## config.mk

```make
export PLATFORM = sky130hd
export DESIGN_NAME = bmpm_power_modes
export DESIGN_NICKNAME = d
export VERILOG_FILES = /design/src/bmpm_pkg.sv /design/src/bmpm_power_modes.sv
export SDC_FILE = /design/constraint.sdc
export NUM_CORES = 1
export LEC_CHECK = 0
export BUFFER_PORTS_ARGS = -buffer_cell sky130_fd_sc_hd__buf_2
export CORE_UTILIZATION = 50
export CTS_CLUSTER_DIAMETER = 100
export DETAILED_ROUTE_END_ITERATION = 12
export GPL_TIMING_DRIVEN = 1
export PLACE_DENSITY = 0.68
export SYNTH_ARGS = -nofsm -noshare
export SYNTH_HDL_FRONTEND = slang
export SYNTH_SLANG_ARGS = --single-unit
```

## constraint.sdc

```tcl
create_clock -name clock -period 11.1 [get_ports clock]
set_input_delay 0.555 -clock clock [delete_from_list [all_inputs] [get_ports clock]]
set_output_delay 0.555 -clock clock [all_outputs]
set_load 0.05 [all_outputs]
```

## src/bmpm_pkg.sv

```systemverilog
// Constants and types shared by the power-mode controller
package bmpm_pkg;
  localparam int unsigned CLK_HZ          = 40_000_000;
  localparam int unsigned CUR_PERIOD_US   = 3_000;
  localparam int unsigned VOLT_PERIOD_US  = 63_000;
  localparam int unsigned SLEEP_CC_US     = 12_000;
  localparam int unsigned SECOND_US       = 1_000_000;
  localparam int unsigned WAKE_SETTLE_US  = 250_000;
  localparam int unsigned CUR_CYCLES      = CLK_HZ / 1_000_000 * CUR_PERIOD_US;
  localparam int unsigned VOLT_CYCLES     = CLK_HZ / 1_000_000 * VOLT_PERIOD_US;
  localparam int unsigned SLEEP_CC_CYCLES = CLK_HZ / 1_000_000 * SLEEP_CC_US;
  localparam int unsigned SECOND_CYCLES   = CLK_HZ / 1_000_000 * SECOND_US;
  localparam int unsigned SETTLE_CYCLES   = CLK_HZ / 1_000_000 * WAKE_SETTLE_US;
  localparam int unsigned FAST_OSC_KHZ    = 16_780;
  localparam int unsigned SLOW_FAST_KHZ   = 262;
  localparam int unsigned SLOW_SLOW_KHZ   = 32;

  // Register offsets
  localparam logic [3:0] REG_CONTROL   = 4'h0;
  localparam logic [3:0] REG_COMMAND   = 4'h1;
  localparam logic [3:0] REG_STATUS    = 4'h2;
  localparam logic [3:0] REG_RELAX_TH  = 4'h3;
  localparam logic [3:0] REG_WAKE_TH   = 4'h4;
  localparam logic [3:0] REG_PACK_DLT  = 4'h5;
  localparam logic [3:0] REG_STACK_TH  = 4'h6;
  localparam logic [3:0] REG_HYST      = 4'h7;
  localparam logic [3:0] REG_INTERVAL  = 4'h8;

  // Control field positions
  localparam int unsigned CTL_SLEEP_EN   = 0;
  localparam int unsigned CTL_FAST_CONV  = 1;
  localparam int unsigned CTL_CHG_SLEEP  = 2;
  localparam int unsigned CTL_DSG_FOLLOW = 3;
  localparam int unsigned CTL_AUX_REGULATOR_ONE_KEEP  = 4;
  localparam int unsigned CTL_AUX_REGULATOR_TWO_KEEP  = 5;
  localparam int unsigned CTL_SLOW_KEEP  = 6;
  localparam int unsigned CTL_VOLT_DIV   = 8;
  localparam logic [15:0] CONTROL_RESET  = 16'h0031;

  // Subcommand codes written to the command register
  localparam logic [7:0] CMD_SLEEP_ALLOW    = 8'h01;
  localparam logic [7:0] CMD_SLEEP_DISALLOW = 8'h02;
  localparam logic [7:0] CMD_SLEEP_EXIT     = 8'h03;
  localparam logic [7:0] CMD_DEEP_ENTER     = 8'h04;
  localparam logic [7:0] CMD_DEEP_EXIT      = 8'h05;
  localparam logic [7:0] CMD_SHUTDOWN       = 8'h06;
  localparam logic [7:0] CMD_CFG_ENTER      = 8'h07;
  localparam logic [7:0] CMD_CFG_EXIT       = 8'h08;

  localparam logic [15:0] RELAX_TH_RESET = 16'h000A;
  localparam logic [15:0] WAKE_TH_RESET  = 16'h0014;
  localparam logic [15:0] PACK_DLT_RESET = 16'h0064;
  localparam logic [15:0] STACK_TH_RESET = 16'h2000;
  localparam logic [15:0] HYST_RESET     = 16'h000A;
  localparam logic [15:0] INTERVAL_RESET = 16'h0001;

  typedef enum logic [5:0] {
    BMPM_NORMAL   = 6'b00_0001,
    BMPM_SLEEP    = 6'b00_0010,
    BMPM_DEEP     = 6'b00_0100,
    BMPM_WAKING   = 6'b00_1000,
    BMPM_SHUTDOWN = 6'b01_0000,
    BMPM_CONFIG   = 6'b10_0000
  } bmpm_mode_t;
endpackage : bmpm_pkg

```

## src/bmpm_power_modes.sv

```systemverilog
// Power-mode controller: mode sequencing, measurement cadence, FET gating
// How it works
// [RL1] Fast oscillator at 16.78 MHz, locked, on only when needed.
// [RL2] Four power modes plus config mode, by host or autonomous.
// [RL3] Sleep: discharge FET on, charge FET optional, protections on.
// [RL4] Deep mode: all four FETs, protections, measurements off.
// [RL5] Shutdown: regulators, FETs, protections, measurements off.
// [RL6] Normal: current every 3 ms, voltages every 63 ms or slower.
// [RL7] Control bit doubles voltage and fast current rate.
// [RL8] Fine current below relax threshold enters sleep if allowed.
// [RL9] Sleep permission from reset bit, then commands; status shows it.
// [RL10] Sleep: comparators as normal, ADC readings per interval.
// [RL11] Sleep exits on fault, current, charger, command, short pin.
// [RL12] Current exit: FETs at once, loop restarts at next second.
// [RL13] Sleep samples current every 12 ms against wake threshold.
// [RL14] Sleep exits if pack over stack by delta while stack low.
// [RL15] Sleep re-entry blocked for hysteresis seconds after exit.
// [RL16] Sleep: discharge FET pump or follower, charge FET per setting.
// [RL17] Deep mode entered only by host command.
// [RL18] Deep exits on command, short pin pulse or load pin rise.
// [RL19] Deep goes to shutdown on low supply.
// [RL20] Deep exit: settle about 250 ms and a full loop first.
// [RL21] Deep keeps regulators and slow oscillator per configuration.
// [RL22] Deep ignores writes except the command register.
// [RL23] Pin high resets logic; held one second means shutdown.
// [RL24] Slow oscillator 262.144 kHz in normal, 32.768 kHz sleeping.
// [RL25] Shutdown wins over wake; one decision per tick.
//
// Implementation choices: the address map and the plain strobed port.
`timescale 1ns/1ps
`default_nettype none
module bmpm_power_modes
  import bmpm_pkg::*;
#(
  parameter int unsigned SECOND_CNT = SECOND_CYCLES,
  parameter int unsigned SETTLE_CNT = SETTLE_CYCLES,
  parameter int unsigned CUR_CNT    = CUR_CYCLES,
  parameter int unsigned CC_CNT     = SLEEP_CC_CYCLES
) (
  input  wire logic        clock,
  input  wire logic        sys_rst,
  input  wire logic [3:0]  addr,
  input  wire logic [15:0] wdata,
  input  wire logic        wr,
  input  wire logic        rd,
  output logic      [15:0] rdata,
  input  wire logic        reset_shutdown_pin,
  input  wire logic        protection_fault,
  input  wire logic        charger_attach,
  input  wire logic        load_above_wake,
  input  wire logic        supply_below_hysteresis,
  input  wire logic [15:0] fine_current_reading,
  input  wire logic [15:0] sleep_current_sample,
  input  wire logic [15:0] pack_voltage,
  input  wire logic [15:0] stack_voltage,
  input  wire logic        loop_done,
  output logic             charge_fet,
  output logic             precharge_fet,
  output logic             discharge_fet,
  output logic             predischarge_fet,
  output logic             discharge_follower,
  output logic             protections_on,
  output logic             current_strobe,
  output logic             voltage_strobe,
  output logic             cc_sample_strobe,
  output logic             fast_conversion,
  output logic             aux_regulator_one,
  output logic             aux_regulator_two,
  output logic             main_regulator,
  output logic             slow_oscillator,
  output logic             slow_oscillator_low_rate,
  output logic             fast_oscillator,
  output logic             logic_reset
);
  bmpm_mode_t  mode;
  logic [15:0] control;
  logic [15:0] relax_th;
  logic [15:0] wake_th;
  logic [15:0] pack_dlt;
  logic [15:0] stack_th;
  logic [15:0] hyst;
  logic [15:0] interval;
  logic        sleep_allowed;
  logic [31:0] pin_cnt;
  logic        pin_long;
  logic        pin_short;
  logic        pin_prev;
  logic        load_prev;
  logic [31:0] sec_cnt;
  logic        sec_tick;
  logic [15:0] hyst_cnt;
  logic [15:0] ivl_cnt;
  logic        ivl_tick;
  logic [31:0] cur_cnt;
  logic [7:0]  volt_cnt;
  logic [31:0] cc_cnt;
  logic [31:0] settle_cnt;
  logic        settled;
  logic        loop_seen;
  logic        loop_hold;
  logic        measure_ok;
  logic        cmd_wr;
  logic [15:0] fine_mag;
  logic [15:0] cc_mag;
  logic        cur_flow;
  logic        pack_wake;
  logic        shut_req;

  assign cmd_wr   = wr && (addr == REG_COMMAND);
  assign fine_mag = fine_current_reading[15] ? 16'(-fine_current_reading)
                                             : fine_current_reading;
  assign cc_mag   = sleep_current_sample[15] ? 16'(-sleep_current_sample)
                                             : sleep_current_sample;
  // Pulse of the pin ended before one second elapsed
  assign pin_short = pin_prev && !reset_shutdown_pin && !pin_long;
  assign sec_tick  = (sec_cnt == SECOND_CNT - 1);
  assign ivl_tick  = sec_tick && (ivl_cnt >= interval - 16'h0001);
  assign cur_flow  = (cc_sample_strobe && (cc_mag > wake_th)) ||
                     (ivl_tick && (fine_mag > wake_th)); // [RL13]
  assign pack_wake = ivl_tick && (pack_voltage > stack_voltage) &&
                     (16'(pack_voltage - stack_voltage) > pack_dlt) &&
                     (stack_voltage < stack_th); // [RL14]
  assign shut_req  = pin_long ||
                     (cmd_wr && wdata[7:0] == CMD_SHUTDOWN) ||
                     (mode == BMPM_DEEP && supply_below_hysteresis); // [RL19]
  assign measure_ok = (mode == BMPM_NORMAL) && !loop_hold;

  // Configuration registers
  always_ff @(posedge clock) begin
    if (sys_rst) begin
      control  <= CONTROL_RESET;
      relax_th <= RELAX_TH_RESET;
      wake_th  <= WAKE_TH_RESET;
      pack_dlt <= PACK_DLT_RESET;
      stack_th <= STACK_TH_RESET;
      hyst     <= HYST_RESET;
      interval <= INTERVAL_RESET;
    end else if (wr && mode != BMPM_DEEP) begin // [RL22]
      unique case (addr)
        REG_CONTROL:  control  <= wdata;
        REG_RELAX_TH: relax_th <= wdata;
        REG_WAKE_TH:  wake_th  <= wdata;
        REG_PACK_DLT: pack_dlt <= wdata;
        REG_STACK_TH: stack_th <= wdata;
        REG_HYST:     hyst     <= wdata;
        REG_INTERVAL: interval <= (wdata == 16'h0000) ? 16'h0001 : wdata;
        default: ;
      endcase
    end
  end

  // Sleep permission: power-up bit, then subcommands
  always_ff @(posedge clock) begin
    if (sys_rst)
      sleep_allowed <= CONTROL_RESET[CTL_SLEEP_EN]; // [RL9]
    else if (cmd_wr && mode != BMPM_DEEP) begin
      if (wdata[7:0] == CMD_SLEEP_ALLOW)
        sleep_allowed <= 1'b1; // [RL9]
      else if (wdata[7:0] == CMD_SLEEP_DISALLOW)
        sleep_allowed <= 1'b0;
    end
  end

  always_ff @(posedge clock) begin
    if (sys_rst)
      rdata <= 16'h0000;
    else if (rd) begin
      unique case (addr)
        REG_CONTROL:  rdata <= control;
        REG_STATUS:   rdata <= {8'h00, mode,
                                (mode == BMPM_SLEEP), sleep_allowed}; // [RL9]
        REG_RELAX_TH: rdata <= relax_th;
        REG_WAKE_TH:  rdata <= wake_th;
        REG_PACK_DLT: rdata <= pack_dlt;
        REG_STACK_TH: rdata <= stack_th;
        REG_HYST:     rdata <= hyst;
        REG_INTERVAL: rdata <= interval;
        default:      rdata <= 16'h0000;
      endcase
    end else
      rdata <= 16'h0000;
  end

  // Reset/shutdown pin timing
  always_ff @(posedge clock) begin
    if (sys_rst) begin
      pin_cnt   <= 32'h0000_0000;
      pin_long  <= 1'b0;
      pin_prev  <= 1'b0;
      load_prev <= 1'b0;
    end else begin
      pin_prev  <= reset_shutdown_pin;
      load_prev <= load_above_wake;
      if (!reset_shutdown_pin) begin
        pin_cnt  <= 32'h0000_0000;
        pin_long <= 1'b0;
      end else if (pin_cnt == SECOND_CNT - 1)
        pin_long <= 1'b1; // [RL23]
      else
        pin_cnt <= pin_cnt + 32'h0000_0001;
    end
  end

  // One-second timebase, interval and hysteresis counters
  always_ff @(posedge clock) begin
    if (sys_rst) begin
      sec_cnt  <= 32'h0000_0000;
      ivl_cnt  <= 16'h0000;
      hyst_cnt <= 16'h0000;
    end else begin
      sec_cnt <= sec_tick ? 32'h0000_0000 : sec_cnt + 32'h0000_0001;
      if (mode != BMPM_SLEEP)
        ivl_cnt <= 16'h0000;
      else if (sec_tick)
        ivl_cnt <= ivl_tick ? 16'h0000 : ivl_cnt + 16'h0001; // [RL10]
      if (mode == BMPM_SLEEP)
        hyst_cnt <= hyst; // [RL15]
      else if (sec_tick && hyst_cnt != 16'h0000)
        hyst_cnt <= hyst_cnt - 16'h0001;
    end
  end

  // Mode sequencer, one decision per clock
  always_ff @(posedge clock) begin
    if (sys_rst)
      mode <= BMPM_NORMAL;
    else if (shut_req)
      mode <= BMPM_SHUTDOWN; // [RL25] [RL5]
    else begin
      unique case (mode)
        BMPM_NORMAL: begin
          if (cmd_wr && wdata[7:0] == CMD_DEEP_ENTER)
            mode <= BMPM_DEEP; // [RL17]
          else if (cmd_wr && wdata[7:0] == CMD_CFG_ENTER)
            mode <= BMPM_CONFIG; // [RL2]
          else if (sleep_allowed && hyst_cnt == 16'h0000 &&
                   fine_mag < relax_th && !protection_fault &&
                   !charger_attach && !reset_shutdown_pin)
            mode <= BMPM_SLEEP; // [RL8]
        end
        BMPM_SLEEP: begin
          if (protection_fault || cur_flow || charger_attach ||
              pack_wake || pin_short || !sleep_allowed ||
              (cmd_wr && wdata[7:0] == CMD_SLEEP_EXIT))
            mode <= BMPM_NORMAL; // [RL11]
          else if (cmd_wr && wdata[7:0] == CMD_DEEP_ENTER)
            mode <= BMPM_DEEP;
        end
        BMPM_DEEP: begin
          if ((cmd_wr && wdata[7:0] == CMD_DEEP_EXIT) || pin_short ||
              (load_above_wake && !load_prev))
            mode <= BMPM_WAKING; // [RL18]
        end
        BMPM_WAKING: begin
          if (settled && loop_seen && !protection_fault)
            mode <= BMPM_NORMAL; // [RL20]
        end
        BMPM_CONFIG: begin
          if (cmd_wr && wdata[7:0] == CMD_CFG_EXIT)
            mode <= BMPM_NORMAL;
        end
        BMPM_SHUTDOWN: mode <= BMPM_SHUTDOWN;
      endcase
    end
  end

  // Wake settle from deep mode and measurement-loop restart hold
  always_ff @(posedge clock) begin
    if (sys_rst) begin
      settle_cnt <= 32'h0000_0000;
      settled    <= 1'b0;
      loop_seen  <= 1'b0;
      loop_hold  <= 1'b0;
    end else begin
      if (mode != BMPM_WAKING) begin
        settle_cnt <= 32'h0000_0000;
        settled    <= 1'b0;
        loop_seen  <= 1'b0;
      end else begin
        if (settle_cnt == SETTLE_CNT - 1)
          settled <= 1'b1; // [RL20]
        else
          settle_cnt <= settle_cnt + 32'h0000_0001;
        if (loop_done)
          loop_seen <= 1'b1;
      end
      if (mode == BMPM_SLEEP && cur_flow)
        loop_hold <= 1'b1; // [RL12]
      else if (sec_tick)
        loop_hold <= 1'b0;
    end
  end

  // Measurement cadence
  always_ff @(posedge clock) begin
    if (sys_rst) begin
      cur_cnt          <= 32'h0000_0000;
      volt_cnt         <= 8'h00;
      cc_cnt           <= 32'h0000_0000;
      current_strobe   <= 1'b0;
      voltage_strobe   <= 1'b0;
      cc_sample_strobe <= 1'b0;
    end else begin
      current_strobe   <= 1'b0;
      voltage_strobe   <= 1'b0;
      cc_sample_strobe <= 1'b0;
      if (!measure_ok) begin
        cur_cnt  <= 32'h0000_0000;
        volt_cnt <= 8'h00; // [RL4] [RL12]
      end else if (cur_cnt >= (control[CTL_FAST_CONV] ? CUR_CNT / 2 - 1
                                                      : CUR_CNT - 1)) begin
        cur_cnt        <= 32'h0000_0000; // [RL6] [RL7]
        current_strobe <= 1'b1;
        if (volt_cnt >= {2'b00, control[CTL_VOLT_DIV +: 5], 1'b0} + 8'd20) begin
          volt_cnt       <= 8'h00; // [RL6]
          voltage_strobe <= 1'b1;
        end else
          volt_cnt <= volt_cnt + 8'h01;
      end else
        cur_cnt <= cur_cnt + 32'h0000_0001;
      if (mode != BMPM_SLEEP || cc_cnt == CC_CNT - 1) begin
        cc_cnt           <= 32'h0000_0000;
        cc_sample_strobe <= (mode == BMPM_SLEEP); // [RL13]
      end else
        cc_cnt <= cc_cnt + 32'h0000_0001;
      if (ivl_tick && mode == BMPM_SLEEP) begin
        current_strobe <= 1'b1; // [RL10]
        voltage_strobe <= 1'b1;
      end
    end
  end

  // FET, protection, regulator and oscillator outputs
  always_ff @(posedge clock) begin
    if (sys_rst) begin
      charge_fet               <= 1'b0;
      precharge_fet            <= 1'b0;
      discharge_fet            <= 1'b0;
      predischarge_fet         <= 1'b0;
      discharge_follower       <= 1'b0;
      protections_on           <= 1'b0;
      fast_conversion          <= 1'b0;
      aux_regulator_one        <= 1'b0;
      aux_regulator_two        <= 1'b0;
      main_regulator           <= 1'b1;
      slow_oscillator          <= 1'b1;
      slow_oscillator_low_rate <= 1'b0;
      fast_oscillator          <= 1'b1;
      logic_reset              <= 1'b0;
    end else begin
      logic_reset     <= reset_shutdown_pin; // [RL23]
      fast_conversion <= control[CTL_FAST_CONV]; // [RL7]
      unique case (mode)
        BMPM_NORMAL, BMPM_CONFIG: begin
          charge_fet         <= !protection_fault;
          precharge_fet      <= 1'b0;
          discharge_fet      <= !protection_fault;
          predischarge_fet   <= 1'b0;
          discharge_follower <= 1'b0;
          protections_on     <= (mode == BMPM_NORMAL); // [RL6]
          aux_regulator_one  <= control[CTL_AUX_REGULATOR_ONE_KEEP];
          aux_regulator_two  <= control[CTL_AUX_REGULATOR_TWO_KEEP];
          main_regulator     <= 1'b1;
          slow_oscillator    <= 1'b1;
          slow_oscillator_low_rate <= 1'b0; // [RL24]
          fast_oscillator    <= measure_ok || cmd_wr; // [RL1]
        end
        BMPM_SLEEP: begin
          charge_fet         <= control[CTL_CHG_SLEEP]; // [RL3] [RL16]
          precharge_fet      <= 1'b0;
          discharge_fet      <= 1'b1; // [RL3]
          predischarge_fet   <= 1'b0;
          discharge_follower <= control[CTL_DSG_FOLLOW]; // [RL16]
          protections_on     <= 1'b1; // [RL10]
          slow_oscillator    <= 1'b1;
          slow_oscillator_low_rate <= 1'b1; // [RL24]
          fast_oscillator    <= ivl_tick || cc_sample_strobe; // [RL1]
        end
        BMPM_DEEP, BMPM_WAKING: begin
          charge_fet         <= 1'b0; // [RL4]
          precharge_fet      <= 1'b0;
          discharge_fet      <= 1'b0;
          predischarge_fet   <= 1'b0;
          discharge_follower <= 1'b0;
          protections_on     <= (mode == BMPM_WAKING);
          slow_oscillator    <= control[CTL_SLOW_KEEP] ||
                                (mode == BMPM_WAKING); // [RL21]
          slow_oscillator_low_rate <= 1'b1; // [RL24]
          fast_oscillator    <= (mode == BMPM_WAKING);
        end
        BMPM_SHUTDOWN: begin
          charge_fet         <= 1'b0; // [RL5]
          precharge_fet      <= 1'b0;
          discharge_fet      <= 1'b0;
          predischarge_fet   <= 1'b0;
          discharge_follower <= 1'b0;
          protections_on     <= 1'b0;
          aux_regulator_one  <= 1'b0;
          aux_regulator_two  <= 1'b0;
          main_regulator     <= 1'b0;
          slow_oscillator    <= 1'b0;
          fast_oscillator    <= 1'b0;
        end
      endcase
    end
  end
endmodule : bmpm_power_modes
`default_nettype wire

```

==> flow_summary.json, run 1 <==
{
  "status": "complete, no violations",
  "cap_violations": 0,
  "wl_per_cell_um": 17.2,
  "syn_area_um2": 18900,
  "ys_warn_count": 0,
  "num_vias": 16860,
  "netSwitchingPower_uw": 855,
  "layout-drive-gt1-share_pct": 8.93,
  "synth_top_area_share_pct": 37.7,
  "relSlewSlack_pct": 16.7,
  "finalSetupViolations": 0,
  "grt_antenna_before_repair": 7,
  "max_freq_ghz": 0.213,
  "ios": 127,
  "async_reset_ff_share_pct": 0,
  "r2r_start": "interval[0]$_SDFFE_PP1P_",
  "p_int_mw": 2.31,
  "clk_latency_ns": 0.57,
  "rows": 70,
  "syn_inst": 2361,
  "drtPass1Iterations": 7,
  "hpwl_mm": 38.2,
  "hp-class": "input port to flip-flop",
  "grt_overflow": 0,
  "period_share_pct": 42.3,
  "globalplace.congestion": 0.961,
  "hold_ws_ns": 0.205,
  "p_seq_share_pct": 42.5,
  "path_clk_slew_ns": 0.06,
  "hold_buffers": 0,
  "syn_avg_cell_area_um2": 7.99,
  "crit_start": "stack_voltage[5]",
  "crit_fanout": 6,
  "hold_viol_final": 0,
  "synthFlopType": "dfxtp_1",
  "power_frac_clock_pct": 44.0,
  "setup_tns_ns": 0,
  "switching_share_pct": 27.0,
  "yosysUniqueCellTypes": 70,
  "cts_tree": "built",
  "synth_edf_count": 0,
  "pwr-share-comb_pct": 13.5,
  "cp.required_ns": 11.54,
  "grt_pass1_vias": 15905,
  "worst_slew_pin_slew_ns": 1.25,
  "synth_sequential_area_ratio_pct": 37.7,
  "criticalPathCategory": "input port to flip-flop",
  "antenna_left": 0,
  "synth_area_leaders": "dfxtp_1 (38%), ha_1 (9.1%), nand2_1 (7.7%)",
  "min_period_ns": 4.70,
  "fp.dieArea_um2": 38500,
  "grt_pass1_wl_mm": 82.3,
  "vias_per_cell": 5.64,
  "drtIter0Drc": 1352,
  "grtUsageTotal_pct": 26.7,
  "drt_wl_total_mm": 51.6,
  "synth_top_cell_by_area": "dfxtp_1",
  "fp.dieW_um": 196,
  "multi_input_area_um2": 11000,
  "final-max-slew-violation-count": 0,
  "area_delta_synth_final_pct": 13.0,
  "min_from": "loop_done",
  "ys_ff_latch": 355,
  "ctsHtreeMaxLevel": 2,
  "p_leak_nw": 7.98,
  "cts.path.max_buffers": 3,
  "skew_ns": 0.0219,
  "seqCellArea_um2": 7110,
  "p_per_area_nw_per_um2": 149,
  "cts_root_buffer": "clkbuf_16",
  "clock_sinks": 355,
  "final_nets": 2688,
  "cp-end-kind": "flip-flop",
  "post-cts-setup-buffers": 0,
  "die_h_um": 196,
  "crit_arrival_ns": 5.14,
  "cts_buffers": 40,
  "grt_max_degree": 92,
  "post-route-drc-count": 0,
  "rsz0062_at_grt": "no",
  "initial_utilization_pct": 51.1,
  "io_buffers": 124,
  "fill_cells": 3328,
  "cts.repair.resized": 0,
  "core_area_um2": 36900,
  "irDropWorstVdd_mv": 0.115,
  "startpoint_type": "input port"
}
==> stage by stage <==
step                cells  area [um^2]  util [%]  worst slack (ns)  power (mW)
floorplan            2376        18900         -              6.67        1.66
global placement     2918        19900      53.9              6.14        1.78
detailed placement   2918        19900      53.9              5.91        1.79
CTS                  2991        21300      57.8              6.49        3.18
global route         2991        21300      57.8              5.93        3.29
finish               2992        21300      57.8              6.40        3.16
==> state kept, by name (all words and copies together) (netlist names), 32 cells and up <==
| name | count |
|---|---|
| cc_cnt | 32 |
| cur_cnt | 32 |
| pin_cnt | 32 |
| sec_cnt | 32 |
| settle_cnt | 32 |
==> synth_stat cells, drive strengths merged (4+ instances only) <==
library cell  count
o211ai           13
nand3            85
nor3b             8
xor2            119
nand4            44
or4              14
nor4             28
a21oi           185
and2             10
a2111oi           5
nor3             46
xnor2            93
o31ai             4
clkbuf           90
or3              23
nor4b             4
nor2b             7
nor4bb            5
o21ai            76
and4              8
mux2i             6
a211oi           22
nand2           390
inv             122
nand2b           19
nand3b            7
o21a              4
buf               8
dfxtp           355
a31oi            18
and3             38
a41oi             7
ha              137
o21bai            5
a21o             13
o41ai             7
nor2            254
a22oi            46
nand4b            5
a222oi            4
==> logic make-up after synthesis <==
family / count (synthesis) / share of synthesized area, %
AND/OR/NAND/NOR: 1002 / 24.7
AO/OA/AOI/OAI: 427 / 13.7
flip-flops: 355 / 37.7
buffers and inverters: 220 / 4.48
XOR/XNOR: 212 / 9.85
adder cells (fa/ha/maj): 138 / 9.20
multiplexers: 6 / 0.319
other: 1 / 0.0199
==> path summary, 6_finish.rpt <==
path	endpoint	slack, ns	cells past startpoint
setup / recovery	mode[2]$_SDFFE_PP0P_	6.40	22
hold / removal	loop_seen$_SDFFE_PP0P_	0.20	3
setup reg to reg	mode[2]$_SDFFE_PP0P_	6.43	15
hold reg to reg	stack_th[11]$_SDFFE_PP0P_	0.45	2
==> cells in the final DEF, fill, tap and decap left out, types with 18 or more instances in the layout <==
master	instances
a21oi_1	185
dfxtp_1	355
a211oi_1	21
a31oi_1	18
inv_1	122
or3_1	23
and3_1	38
a22oi_1	46
nand2b_1	19
o21ai_0	74
nand4_1	44
buf_2	123
xor2_1	119
ha_1	137
xnor2_1	93
nor4_1	26
nand2_1	389
nand3_1	83
nor2_1	254
nor3_1	44
clkbuf_16	40
==> power groups by stage <==
stage / logic (mW) / registers (mW) / clock network [mW]
final: 0.426 / 1.35 / 1.39
after global routing: 0.471 / 1.35 / 1.47
after CTS: 0.422 / 1.34 / 1.42
after detailed placement: 0.419 / 1.37 / 0
after global placement: 0.409 / 1.37 / 0
after floorplan: 0.270 / 1.39 / 0
==> area by class of cell <==
cell class,instances,area share [%]
Antenna cell,1,0.0117
Clock buffer,57,5.61
Clock inverter,16,1.03
Inverter,122,2.15
Multi-Input combinational cell,1801,51.5
Sequential cell,355,33.4
Tap cell,504,2.96
Timing Repair Buffer,136,3.35
==> layer usage <==
layer	global-route usage (%)	vias up	share of wire, %
met5	0	-	0.11
met4	9.69	10	3.5
met3	5.23	121	7.1
met2	44.1	536	45
met1	34.5	7879	44
li1	-	8314	-
==> critical path, stage by stage <==
cell       delay, ns
buf_2           0.09
inv_1           0.04
ha_1            0.35
a211oi_1        0.27
nor2_1          0.10
or4_1           0.41
a21oi_1         0.28
o21bai_1        0.11
a21oi_1         0.23
o21bai_1        0.09
a21oi_1         0.18
xnor2_1         0.09
ha_1            0.32
nand4_1         0.14
nor4_1          0.24
nor3b_1         0.21
or4_1           0.12
a31oi_1         0.07
a31o_2          0.31
a211oi_1        0.34
o21ai_0         0.16
a2111oi_0       0.44
(Power assumes the default switching activity.)
==> run 2, diff against run 1 <==
==> constraint.sdc (replaced) <==
create_clock -name clock -period 4.5 [get_ports clock]
set_input_delay 0.225 -clock clock [delete_from_list [all_inputs] [get_ports clock]]
set_output_delay 0.225 -clock clock [all_outputs]
set_load 0.05 [all_outputs]
==> run 2 against run 1 <==
  * Sequential share of layout area shrank 0.36 points
  * Power increased by 150%
  * Non-clock buffer count increased by 27
  * Via count is 1.6% higher
  * Clock skew grew 0.0017 ns
  * Wire length rose by 1.8%
  * Core utilization up 0.63 points
  * Hold slack got worse by 0.17 ns
  * Sequential cell count unchanged
  * Cell count rose by 1.0%
  * First-iteration DRC count fell by 3.1%
  * Critical path type unchanged
  * Critical endpoint unchanged
  * Largest cell class unchanged
  * Largest power group unchanged
  * Highest routed layer unchanged
==> flow_summary.json, run 2 (synthesized netlist as in run 1, its figures left out) <==
{
  "r2r_cells": 17,
  "crit_start": "pack_voltage[0]",
  "fp.dieArea_um2": 38500,
  "crit_fanout": 3,
  "grtUsageTotal_pct": 26.9,
  "fill_cells": 3373,
  "post-route-drc-count": 0,
  "r2r_end": "mode[2]$_SDFFE_PP0P_",
  "post-cts-setup-buffers": 0,
  "layout-drive-gt1-share_pct": 9.98,
  "clk_latency_ns": 0.58,
  "core_area_um2": 36900,
  "hp-class": "input port to flip-flop",
  "drtPass1Iterations": 6,
  "irDropWorstVdd_mv": 0.290,
  "final-max-slew-violation-count": 0,
  "finalSetupViolations": 0,
  "vias_per_cell": 5.67,
  "switching_share_pct": 27.9,
  "hold_viol_final": 0,
  "final_nets": 2715,
  "grt_pass1_vias": 15951,
  "skew_ns": 0.0236,
  "status": "complete, no violations",
  "cts_root_buffer": "clkbuf_16",
  "grt_pass1_wl_mm": 83.1,
  "p_int_mw": 5.67,
  "r2r_slack_ns": 0.56,
  "drtIter0Drc": 1310,
  "crit_arrival_ns": 4.49,
  "setup_tns_ns": 0,
  "num_vias": 17130,
  "min_period_ns": 4.05,
  "pwr-share-comb_pct": 13.9,
  "cap_violations": 0,
  "cts_tree": "built",
  "grt_antenna_before_repair": 5,
  "r2r_start": "interval[1]$_SDFFE_PP0P_",
  "cp-endpoint": "mode[2]$_SDFFE_PP0P_",
  "area_delta_synth_final_pct": 14.2,
  "clock_sinks": 355,
  "io_buffers": 124,
  "fp.dieW_um": 196,
  "cts_buffers": 40,
  "ios": 127,
  "netSwitchingPower_mw": 2.20,
  "mostFrequentLayoutCells": "nand2_1 (389), dfxtp_1 (355), nor2_1 (254)",
  "die_h_um": 196,
  "grt_max_degree": 85,
  "antenna_left": 0,
  "criticalPathCategory": "input port to flip-flop",
  "globalplace.congestion": 0.938,
  "ctsHtreeMaxLevel": 2,
  "initial_utilization_pct": 51.1,
  "cts.path.max_buffers": 3,
  "p_per_area_nw_per_um2": 365,
  "hpwl_mm": 38.9,
  "period_share_pct": 89.9,
  "cp.required_ns": 4.95,
  "seqCellArea_um2": 7110,
  "layout_commonest_cell": "nand2_1",
  "p_leak_nw": 8.09,
  "worst_slew_pin_slew_ns": 1.39,
  "path_clk_slew_ns": 0.06,
  "cp-end-kind": "flip-flop",
  "startpoint_type": "input port",
  "max_freq_ghz": 0.247,
  "power_frac_clock_pct": 43.9,
  "grt_overflow": 0,
  "relSlewSlack_pct": 7.11,
  "hold_ws_ns": 0.0328,
  "rsz0062_at_grt": "no",
  "drt_wl_total_mm": 52.5,
  "multi_input_area_um2": 11000,
  "wl_per_cell_um": 17.4,
  "p_seq_share_pct": 42.1,
  "rows": 70
}
## run 2: changes by cell type in the layout (fill, tap and decap cells not counted), sizes merged
cell,previous run,this run
clkinvlp,0,6
buf,136,157
inv,125,127
clkbuf,57,44
clkinv,9,13
diode,1,3
bufinv,4,6
dlygate4sd3,0,6
## run 2: how the worst min path moves through the flow
stage | startpoint | to | slack [ns] | cells after the start
2_1_floorplan | loop_done | loop_seen$_SDFFE_PP0P_ | 0.34 | 2
3_3_place_gp | loop_done | loop_seen$_SDFFE_PP0P_ | 0.43 | 3
3_5_place_dp | loop_done | loop_seen$_SDFFE_PP0P_ | 0.45 | 3
4_1_cts | wdata[10] | control[10]$_SDFFE_PP0P_ | 0.002 | 3
5_1_grt | wdata[14] | relax_th[14]$_SDFFE_PP0P_ | 0.03 | 3
6_report | wdata[12] | control[12]$_SDFFE_PP0P_ | 0.03 | 3
## run 2: layout make-up
type                            count  area share, %
Sequential cell                   355           33.0
Multi-Input combinational cell   1801           51.1
Timing Repair Buffer              163           4.32
Clock inverter                     30           1.67
Antenna cell                        3         0.0349
Tap cell                          504           2.93
Clock buffer                       44           4.81
Inverter                          122           2.13
## run 2: power groups by stage
stage                     sequential [mW]  combinational [mW]  clock, mW
after floorplan                      3.43               0.667          0
after global placement               3.38                1.05          0
after detailed placement             3.38                1.07          0
after CTS                            3.31                1.08       3.51
after global routing                 3.32                1.20       3.64
final                                3.31                1.09       3.45
## run 2: through the flow
stage	utilization (%)	cell area, um^2	worst slack [ns]	std cells	total power [mW]
final	58.4	21500	0.455	3022	7.86
after global routing	58.4	21500	0.0618	3019	8.16
after CTS	58.3	21500	0.329	3019	7.90
after detailed placement	54.4	20000	-0.233	2939	4.45
after global placement	54.4	20000	-0.0350	2939	4.43
after floorplan	-	18900	0.399	2376	4.10
## run 2: routing by layer
layer / global-route usage (%) / up-vias / share of wire (%)
met1: 35.9 / 7956 / 44
li1: - / 8390 / -
met5: 0 / - / 0.065
met3: 4.56 / 139 / 7.3
met4: 10.2 / 6 / 3.7
met2: 43.6 / 639 / 45
## run 2: what timing repair did
action | in CTS | in global routing
resized for setup | 0 | 7
hold buffers | 6 | 0
endpoints found under the setup margin | 0 | 16
endpoints found under the hold margin | 15 | 0
## run 2: worst max-delay path, cell delays in order
cell and delay (ns):
buf_2 0.10, inv_1 0.05, ha_1 0.18, fa_1 0.19, nand2b_1 0.15, a211oi_1 0.09
or4_1 0.50, a21oi_1 0.18, o21bai_1 0.09, a21oi_1 0.20, o21bai_1 0.08, a21oi_1 0.17
xnor2_1 0.09, ha_1 0.31, nand4_1 0.17, nor4_2 0.22, nor3b_2 0.22, or4_1 0.13
a31oi_1 0.08, a31o_2 0.33, a211oi_2 0.24, o21ai_0 0.10, a2111oi_1 0.40
